## src/lss_pkg.sv

```systemverilog
// Purpose: Shared constants and types for the secondary loader status register.
// Assumes: Byte-wide command codes delivered by the loader's serial command handler.
// Notes: Bit positions refer to the 8-bit secondary status byte.
package lss_pkg;

    // Command codes seen by the command handler.
    localparam logic [7:0] LSS_CMD_READ_STATUS = 8'h70;
    localparam logic [7:0] LSS_CMD_CLEAR_STATUS = 8'h50;
    localparam logic [7:0] LSS_CMD_PAGE_READ = 8'hFF;
    localparam logic [7:0] LSS_CMD_PAGE_PROGRAM = 8'h41;
    localparam logic [7:0] LSS_CMD_ERASE_ALL = 8'hA7;
    localparam logic [7:0] LSS_CMD_DOWNLOAD = 8'hFA;
    localparam logic [7:0] LSS_CMD_VERSION = 8'hFB;
    localparam logic [7:0] LSS_CMD_ID_CHECK = 8'hF5;

    // Field positions in the secondary status byte.
    localparam int LSS_BIT_BOOT_DONE = 7;
    localparam int LSS_BIT_CHECKSUM = 4;
    localparam int LSS_BIT_ID_HIGH = 3;
    localparam int LSS_BIT_ID_LOW = 2;
    localparam int LSS_BIT_RX_TIMEOUT = 1;

    // Power-on value of the register.
    localparam logic [7:0] LSS_POWER_ON_VALUE = 8'h00;

    // ID-check result codes.
    localparam logic [1:0] LSS_ID_NOT_VERIFIED = 2'h0;
    localparam logic [1:0] LSS_ID_MISMATCH = 2'h1;
    localparam logic [1:0] LSS_ID_VERIFIED = 2'h3;

    typedef enum logic [2:0] {
        LSS_ST_IDLE = 3'h1,
        LSS_ST_SEND_PRIMARY = 3'h2,
        LSS_ST_SEND_SECONDARY = 3'h4
    } lss_state_t;

endpackage : lss_pkg

```

## src/lss_status_reg.sv

```systemverilog
// Purpose: Secondary status register of the flash boot loader in serial programming mode.
// Assumes: Command bytes, loader events and the primary status byte come from the loader core.
// Notes: Of the two resets only power_on clears the flags; reset leaves them as they were.
//
// Contract
// - Bits 3 and 2 hold the ID-check result, 00 not verified, 01 mismatch, 11 verified.
// - Protected loader commands are refused until the ID-check result reads verified.
// - Bit 1 is set when a timeout occurs during data reception and stays set until a clear-status command or power-on.
// - A reception timeout discards the partial data and returns the handler to command wait.
// - Bit 7 reads one once a loader program has been downloaded into RAM.
// - Bit 4 shows whether the download checksum matched the sum of the program bytes.
// - A read-status command returns the primary status byte and then this register.
// - A clear-status command clears this register.
// - The register is zero after power-on and keeps its flags through a later reset.
`timescale 1ns/1ns

module lss_status_reg (
    // Clock and resets
    input wire logic clk_sys,
    input wire logic reset,
    input wire logic power_on,
    // Command from the serial command handler
    input wire logic cmd_valid,
    input wire logic [7:0] cmd_code,
    // Loader events
    input wire logic rx_active,
    input wire logic rx_timeout,
    input wire logic download_end,
    input wire logic checksum_ok,
    input wire logic id_check_end,
    input wire logic id_match,
    // Primary status byte supplied by the neighbouring register
    input wire logic [7:0] primary_status,
    // Answer stream towards the serial transmitter
    output logic tx_valid,
    output logic [7:0] tx_data,
    // Command handler control
    output logic cmd_accept,
    output logic cmd_reject,
    output logic rx_discard,
    // Register view
    output logic [7:0] loader_status_secondary,
    output logic id_verified
);
    import lss_pkg::*;

    ////////////////////////////////////////////////////////////////////////////////

    typedef struct packed {
        // Flag storage; of the two resets only power_on clears it, reset leaves it alone.
        logic boot_update_done_flag;
        logic checksum_match_flag;
        logic id_result_high_bit;
        logic id_result_low_bit;
        logic rx_timeout_flag;
        // Answer sequencer and the primary byte that it sends first.
        lss_state_t state;
        logic [7:0] primary_latch;
        // Registered copies of the handler outputs.
        logic tx_valid;
        logic [7:0] tx_data;
        logic cmd_accept;
        logic cmd_reject;
        logic rx_discard;
        // Register view and verified level, kept in step with the flags above.
        logic [7:0] status_view;
        logic id_verified;
    } lss_regs_t;

    // Every flip-flop of the block lives in r; next_r is its combinational next value.
    lss_regs_t r;
    lss_regs_t next_r;

    // Commands that touch flash or RAM are locked until the ID code has matched.
    function automatic logic lss_needs_id(input logic [7:0] code);
        lss_needs_id = (code == LSS_CMD_PAGE_READ) || (code == LSS_CMD_PAGE_PROGRAM) ||
                       (code == LSS_CMD_ERASE_ALL) || (code == LSS_CMD_DOWNLOAD);
    endfunction

    // Reserved bits are forced to zero whatever the flag storage holds.
    function automatic logic [7:0] lss_compose(input lss_regs_t s);
        logic [7:0] b;
        b = LSS_POWER_ON_VALUE;
        b[LSS_BIT_BOOT_DONE] = s.boot_update_done_flag;
        b[LSS_BIT_CHECKSUM] = s.checksum_match_flag;
        b[LSS_BIT_ID_HIGH] = s.id_result_high_bit;
        b[LSS_BIT_ID_LOW] = s.id_result_low_bit;
        b[LSS_BIT_RX_TIMEOUT] = s.rx_timeout_flag;
        lss_compose = b;
    endfunction

    ////////////////////////////////////////////////////////////////////////////////

    // Decodes of the current inputs, shared by the flag logic and the answer sequencer.
    logic is_clear;
    logic is_read;
    logic verified_now;
    logic timeout_hit;

    // Priority, lowest first: command decode, loader events, then reset and power_on.
    // Events are applied after the clear so that a flag raised in the same cycle as a
    // clear-status command is not lost; the programmer sees it on its next status poll.
    // The reset branch restores the flags from r, so an event that coincides with reset
    // is dropped; the loader core is not expected to raise events while held in reset.
    always_comb begin
        next_r = r;
        is_clear = cmd_valid && (cmd_code == LSS_CMD_CLEAR_STATUS);
        is_read = cmd_valid && (cmd_code == LSS_CMD_READ_STATUS);
        verified_now = {r.id_result_high_bit, r.id_result_low_bit} == LSS_ID_VERIFIED;
        timeout_hit = rx_timeout && rx_active;
        next_r.tx_valid = 1'b0;
        next_r.cmd_accept = 1'b0;
        next_r.cmd_reject = 1'b0;
        next_r.rx_discard = 1'b0;

        // Clearing comes first so that an event in the same cycle overrides it.
        if (is_clear) begin
            next_r.boot_update_done_flag = 1'b0;
            next_r.checksum_match_flag = 1'b0;
            next_r.id_result_high_bit = LSS_ID_NOT_VERIFIED[1];
            next_r.id_result_low_bit = LSS_ID_NOT_VERIFIED[0];
            next_r.rx_timeout_flag = 1'b0;
        end
        // Each event writes only its own field, so any mix of them may share a cycle.
        if (download_end) begin
            next_r.boot_update_done_flag = 1'b1;
            next_r.checksum_match_flag = checksum_ok;
        end
        if (id_check_end) begin
            next_r.id_result_high_bit = id_match ? LSS_ID_VERIFIED[1] : LSS_ID_MISMATCH[1];
            next_r.id_result_low_bit = id_match ? LSS_ID_VERIFIED[0] : LSS_ID_MISMATCH[0];
        end
        if (timeout_hit) begin
            next_r.rx_timeout_flag = 1'b1;
            next_r.rx_discard = 1'b1;
        end

        // A timeout answers the command of its cycle with neither cmd_accept nor cmd_reject and drops a status answer not yet in LSS_ST_SEND_SECONDARY.
        if (cmd_valid && !timeout_hit) begin
            if (lss_needs_id(cmd_code) && !verified_now) begin
                next_r.cmd_reject = 1'b1;
            end else begin
                next_r.cmd_accept = 1'b1;
            end
        end

        // The primary byte is latched with the command, then both bytes go out back to back.
        // A read that arrives while an answer runs is accepted but does not restart it.
        case (r.state)
            LSS_ST_IDLE: begin
                if (is_read && !timeout_hit) begin
                    next_r.primary_latch = primary_status;
                    next_r.state = LSS_ST_SEND_PRIMARY;
                end
            end
            LSS_ST_SEND_PRIMARY: begin
                next_r.tx_valid = 1'b1;
                next_r.tx_data = r.primary_latch;
                next_r.state = timeout_hit ? LSS_ST_IDLE : LSS_ST_SEND_SECONDARY;
            end
            LSS_ST_SEND_SECONDARY: begin
                next_r.tx_valid = 1'b1;
                next_r.tx_data = lss_compose(r);
                next_r.state = LSS_ST_IDLE;
            end
            default: begin
                next_r.state = LSS_ST_IDLE;
            end
        endcase
        // A secondary byte already on its way is finished rather than cut, so the
        // programmer never sees half an answer; earlier stages are simply dropped.
        if (timeout_hit && (r.state != LSS_ST_SEND_SECONDARY)) begin
            next_r.state = LSS_ST_IDLE;
            next_r.tx_valid = 1'b0;
        end

        // The view follows the next flags so that it moves in the same cycle as the flags.
        next_r.status_view = lss_compose(next_r);
        next_r.id_verified = {next_r.id_result_high_bit, next_r.id_result_low_bit} ==
                             LSS_ID_VERIFIED;

        // power_on wins over reset: of the two, only power_on zeroes the flags.
        if (power_on) begin
            next_r = '0;
            next_r.state = LSS_ST_IDLE;
            next_r.status_view = LSS_POWER_ON_VALUE;
        end else if (reset) begin
            // Flags survive reset; only the handler side returns to its start.
            next_r.state = LSS_ST_IDLE;
            next_r.primary_latch = 8'h00;
            next_r.tx_valid = 1'b0;
            next_r.tx_data = 8'h00;
            next_r.cmd_accept = 1'b0;
            next_r.cmd_reject = 1'b0;
            next_r.rx_discard = 1'b0;
            next_r.boot_update_done_flag = r.boot_update_done_flag;
            next_r.checksum_match_flag = r.checksum_match_flag;
            next_r.id_result_high_bit = r.id_result_high_bit;
            next_r.id_result_low_bit = r.id_result_low_bit;
            next_r.rx_timeout_flag = r.rx_timeout_flag;
            next_r.status_view = lss_compose(r);
            next_r.id_verified = {r.id_result_high_bit, r.id_result_low_bit} ==
                                 LSS_ID_VERIFIED;
        end
    end

    // No reset term here: power_on and reset are both folded into next_r above.
    always_ff @(posedge clk_sys) begin
        r <= next_r;
    end

    ////////////////////////////////////////////////////////////////////////////////

    // Every output is a field of r, so each one comes straight from a flip-flop.
    assign tx_valid = r.tx_valid;
    assign tx_data = r.tx_data;
    assign cmd_accept = r.cmd_accept;
    assign cmd_reject = r.cmd_reject;
    assign rx_discard = r.rx_discard;
    assign loader_status_secondary = r.status_view;
    assign id_verified = r.id_verified;

endmodule // lss_status_reg

```

## config.mk

```make
export PLATFORM = sky130hd
export DESIGN_NAME = lss_status_reg
export DESIGN_NICKNAME = d
export VERILOG_FILES = /design/src/lss_pkg.sv /design/src/lss_status_reg.sv
export SDC_FILE = /design/constraint.sdc
export NUM_CORES = 1
export LEC_CHECK = 0
export ABC_AREA = 0
export BUFFER_PORTS_ARGS = -buffer_cell sky130_fd_sc_hd__buf_2
export CORE_MARGIN = 10
export CORE_UTILIZATION = 41
export DETAILED_ROUTE_END_ITERATION = 16
export PLACE_DENSITY_LB_ADDON = 0.2
export RECOVER_POWER = 100
export SKIP_LAST_GASP = 1
export SYNTH_ARGS = -nofsm -noshare
export SYNTH_HDL_FRONTEND = slang
export SYNTH_SLANG_ARGS = --single-unit
```

## constraint.sdc

```tcl
create_clock -name clk_sys -period 3.9 [get_ports clk_sys]
set_clock_uncertainty 0.1 [all_clocks]
set_input_delay 0 -clock clk_sys [delete_from_list [all_inputs] [get_ports clk_sys]]
set_output_delay 0 -clock clk_sys [all_outputs]
set_load 0.05 [all_outputs]
```

# Yosys cells after proc, flatten, opt, wreduce, memory -nomap -nowiden
# Cells that the tools add are included.
[totals]
register_bits = 37
inputBits = 26
output_inout_bits = 21
elab_cells = 58
[op_classes]
n_eq_ne = 13
mux = 13
bitwise_logic = 1
n_reduce_logical = 17
[op_table]
columns = ["operator", "n"]
rows = [
  ["$eq 8x7->1 const B", 3],
  ["$eq 8x8->1 const B", 3],
  ["$pmux 9 s2", 1],
  ["$mux 11", 1],
  ["$mux 9", 1],
  ["$logic_and 1x1->1", 7],
  ["$pmux 3 s2", 1],
  ["$reduce_or 3->1", 2],
  ["$mux 1", 5],
  ["$mux 5", 1],
  ["$eq 2x2->1 const B", 2],
  ["$mux 2", 2],
  ["$eq 3x1->1 const B", 1],
  ["$eq 3x2->1 const B", 1],
  ["$eq 3x3->1 const B", 1],
  ["$logic_or 1x1->1", 3],
  ["$mux 3", 1],
  ["$ne 3x3->1 const B", 1],
  ["$logic_not 1->1", 2],
  ["$ne 2x2->1 const B", 1],
  ["$reduce_and 2->1", 1],
  ["$reduce_bool 2->1", 1],
  ["$reduce_or 2->1", 1],
  ["$not 1->1", 1],
]

# Longest topological paths before layout
[depth]
depth_word = 6
ltp_mapped = 5
depth_no_buf = 4

# Least setup slack after synthesis
# OpenSTA, ideal clock, no wires.
[synth_path]
path_kind = "reg2reg"
from = "reg r[31] (netlist bit)"
to = "reg r (netlist bit tx_data[0])"
setup_ns = 0.117
arrival_time_ns = 1.055
required_time_ns = 3.683
setup_slack_ns = 2.629
path_stages_with_launch = 5
synth_period_minus_slack_ns = 1.271
path_cell_list = "dfxtp_1 > nor3b_2 > nor2_1 > a22oi_1 > nor2_1"
[synth_via]
elab_chain_len = 2
elab_cells_between_ends = 4
cone_classes = "eq/ne: 2; mux: 1; reduce/logical: 1"
[synth_lines]
columns = ["element", "line", "text"]
rows = [
  ["start: declaration", "lss_status_reg.sv:71", "lss_regs_t r;"],
  ["start signal: assignment", "lss_status_reg.sv:209", "r <= next_r;"],
  ["$eq 3x3->1 or $eq 3x2->1 (tied branches)", "lss_status_reg.sv:149", "case (r.state)"],
  ["$pmux 9 s2 or $reduce_bool 2->1 (tied branches)", "-", ""],
]
# Parallel ways exist; a longest one is shown, timed or not.
# A chain may end at the register's enable or synchronous reset.

# Worst setup path in the final report
[layout_path]
from = "in reset"
to = "reg r (netlist bit cmd_reject)"
[layout_via]
elab_chain_len = 1
[layout_lines]
columns = ["element", "line", "text"]
rows = [
  ["start: declaration", "lss_status_reg.sv:20", "input wire logic reset,"],
  ["$reduce_or 3->1 (no source line)", "-", ""],
]
# Every way passes these cells.

==> summary.txt <==
Synth
  – Main area contributors after synthesis: dfxtp_1 48%, buf_4 8.4%, mux2i_1 5.6%
  – Library cell occupying the most area in the post-synthesis netlist: dfxtp_1
  – Synthesized cell area: 0.00143 mm^2
  – Register area share after synthesis: 47.6%
  – Share of flip-flops with an asynchronous set or reset: 0%
  – Top cell type's share of synthesized area: 47.6%
  – Register bit total from synthesis: 34
  – Count of flip-flops with a built-in enable after synthesis: 0
  – Avg Synthesized Cell Area: 9.47 um^2
  – Unique masters post-synth: 33
  – Dominant cell by count in the synthesized netlist: dfxtp_1
  – Dominant synthesized flop cell: dfxtp_1
  – Top cells by count, synth: 34 x dfxtp_1, 18 x nor2_1, 16 x buf_4, 10 x a21oi_1, 10 x nand2_1
  – Cells after synthesis: 151
  – Synth warnings: 0

Timing
  – Hold Violations, Final: 0
  – Max frequency: 0.337 GHz
  – Crit path time final: 2.97 ns
  – Total of endpoints with negative setup slack in the final report: 0
  – RSZ-0062 raised after global routing: false
  – Count of final max-slew check failures: 0
  – Worst slew pin tran: 1.18 ns
  – Final cycle utilization of the critical path: 76.1%
  – Setup TNS after final layout: 0 ns
  – Worst slew margin relative to its limit: 21.5%

Pwr
  – Fraction of power spent switching nets: 25.4%
  – Final Total Pwr: 0.000617 W
  – Leakage power figure: 0.770 nW
  – Fraction of power consumed by combinational cells: 14.0%
  – Power density of the placed cells: 330 mW/mm^2
  – Total internal power: 0.000460 W
  – Switching component of the power: 0.000156 W
  – Sequential Power Share: 58.1%
  – Share of power burned in the clock network: 27.9%
  – IR drop worst, VDD: 0.170 mV

Global route
  – Initial antenna violation count: 0
  – Global-route wire length before repair: 6.15 mm
  – GRT Overall Usage: 12.2%
  – Vias in the first global route: 1,335
  – Global route total overflow: 0
  – Largest net degree at the start of global routing: 22

Finish
  – Final core utilization: 55.6%
  – Relative area change from synthesis to final layout: 30.7%
  – Fraction of final layout cells sized beyond drive strength 1: 15.4%
  – Antenna fix cells: 0
  – Cell Count, Final, Fillers Out: 260
  – Final nets: 240

Detailed routing
  – Final WL: 3.65 mm
  – Mean number of vias per cell: 4.90
  – Number of vias after detailed routing: 1,275
  – First-pass iteration count of the detailed router: 4
  – Post-DRT Antenna Nets: 0
  – Average wire per standard cell: 14.0 um
  – Number of violations reported at the end of detailed-routing iteration 0: 56
  – DR DRC count: 0

Place
  – Weighted congestion at the end of routability-driven global placement: 0.855
  – Number of placed cells counting well taps: 223
  – Port Buffers: 43
  – Detailed placement HPWL: 2.55 mm

Min path
  – HP Class: in2reg

Floorplanning
  – Horizontal extent of the die: 79.1 um
  – Number of placement rows: 21
  – Io pins: 47
  – Initial core utilization: 42.5%
  – Vertical die dimension: 79.1 um
  – Die Outline Area: 0.00625 mm^2
  – Core area: 0.00336 mm^2

CTS
  – Resized cells post-CTS: 0
  – Clk slew on worst S/H paths: 0.09 ns
  – Clock Latency Late Sink: 0.33 ns
  – Clock tree from TritonCTS: built
  – H-tree Lvls: 2
  – Worst-case clock buffer depth: 2
  – Num Clock Sinks: 34
  – Buffers inserted by post-CTS timing repair: 0
  – Number of buffers added by the clock tree synthesis step: 5
  – Hold buffer count at CTS: 30
  – CTS root buf: clkbuf_4

Critical path
  – Type of origin of the critical path: input port
  – Crit Path Class: in2reg
  – Worst Setup End Kind: register
  – Worst EP required: 4.02 ns
  – Signal arrival time at the worst endpoint: 3.09 ns
  – Top fanout value on the critical path: 21

Status
  – Outcome: completed

Flow run
  – Max cap viols: 0
stage by stage:
| step | cell area (um^2) | hold slack [ns] | setup slack, ns |
|---|---|---|---|
| after CTS | 1920 | 0.0698 | 1.41 |
| after floorplan | 1440 | -0.0220 | 2.63 |
| after global placement | 1570 | 0.131 | 2.34 |
| final | 1870 | 0.0919 | 0.933 |
| after detailed placement | 1570 | 0.141 | 2.32 |
| after global routing | 1870 | 0.129 | 0.705 |
power by group through the flow:
stage | clock network [W] | registers (W) | logic (W)
after global routing | 0.000192 | 0.000359 | 0.0000937
after floorplan | 0 | 0.000368 | 0.0000434
after detailed placement | 0 | 0.000366 | 0.0000673
after global placement | 0 | 0.000366 | 0.0000660
final | 0.000172 | 0.000358 | 0.0000865
after CTS | 0.000180 | 0.000358 | 0.0000890
cells by family after synthesis:
family / count (synthesis) / synth area share [%]
flops: 34 / 47.6
buf+inv: 23 / 10.9
other cells: 1 / 0.262
mux: 8 / 5.60
compound gates: 29 / 12.6
simple gates: 56 / 23.0
worst max-delay path, cell delays in order:
cell           delay [ns]
dlygate4sd3_1        0.53
buf_2                0.17
or2_0                0.91
a21oi_1              0.17
nand2_1              0.13
dlygate4sd3_1        0.57
nor2_1               0.05
dlygate4sd3_1        0.55
layout make-up:
class	instances	area (um^2)
clock buffers	7	45.0
well taps	46	57.6
inverters	3	11.3
fillers	342	1490
repair buffers	74	500
flip-flops and latches	34	681
multi-input cells	96	574
placed cells by master (no fill, tap or decap), types with 8 or more instances in the layout:
master	count
clkbuf_1	20
dfxtp_1	34
a21oi_1	10
mux2i_1	8
buf_2	25
nand2_1	10
a22oi_1	9
nor2_1	18
dlygate4sd3_1	30
state kept, by name, summed over array words and instances (netlist names):
name	count
tx_valid	1
r	16
cmd_accept	1
loader_status_secondary	5
rx_discard	1
cmd_reject	1
id_verified	1
tx_data	8
path summary, 6_finish.rpt:
check / start / cells past startpoint / endpoint / slack, ns
setup reg to reg: r[31] / 4 / tx_data[0] / 1.83
hold reg to reg: tx_data[1] / 2 / tx_data[1] / 0.36
setup / recovery: reset / 8 / cmd_reject / 0.93
hold / removal: cmd_code[6] / 5 / cmd_accept / 0.09
layer usage:
layer  global-route usage [%]  wire length, um  up-vias
met5                        0                0        -
met4                     5.91               70        0
met3                     5.52              286        7
met2                     20.4             1820       39
met1                     12.6             1470      591
li1                         -                -      638
(Power assumes the default switching activity.)
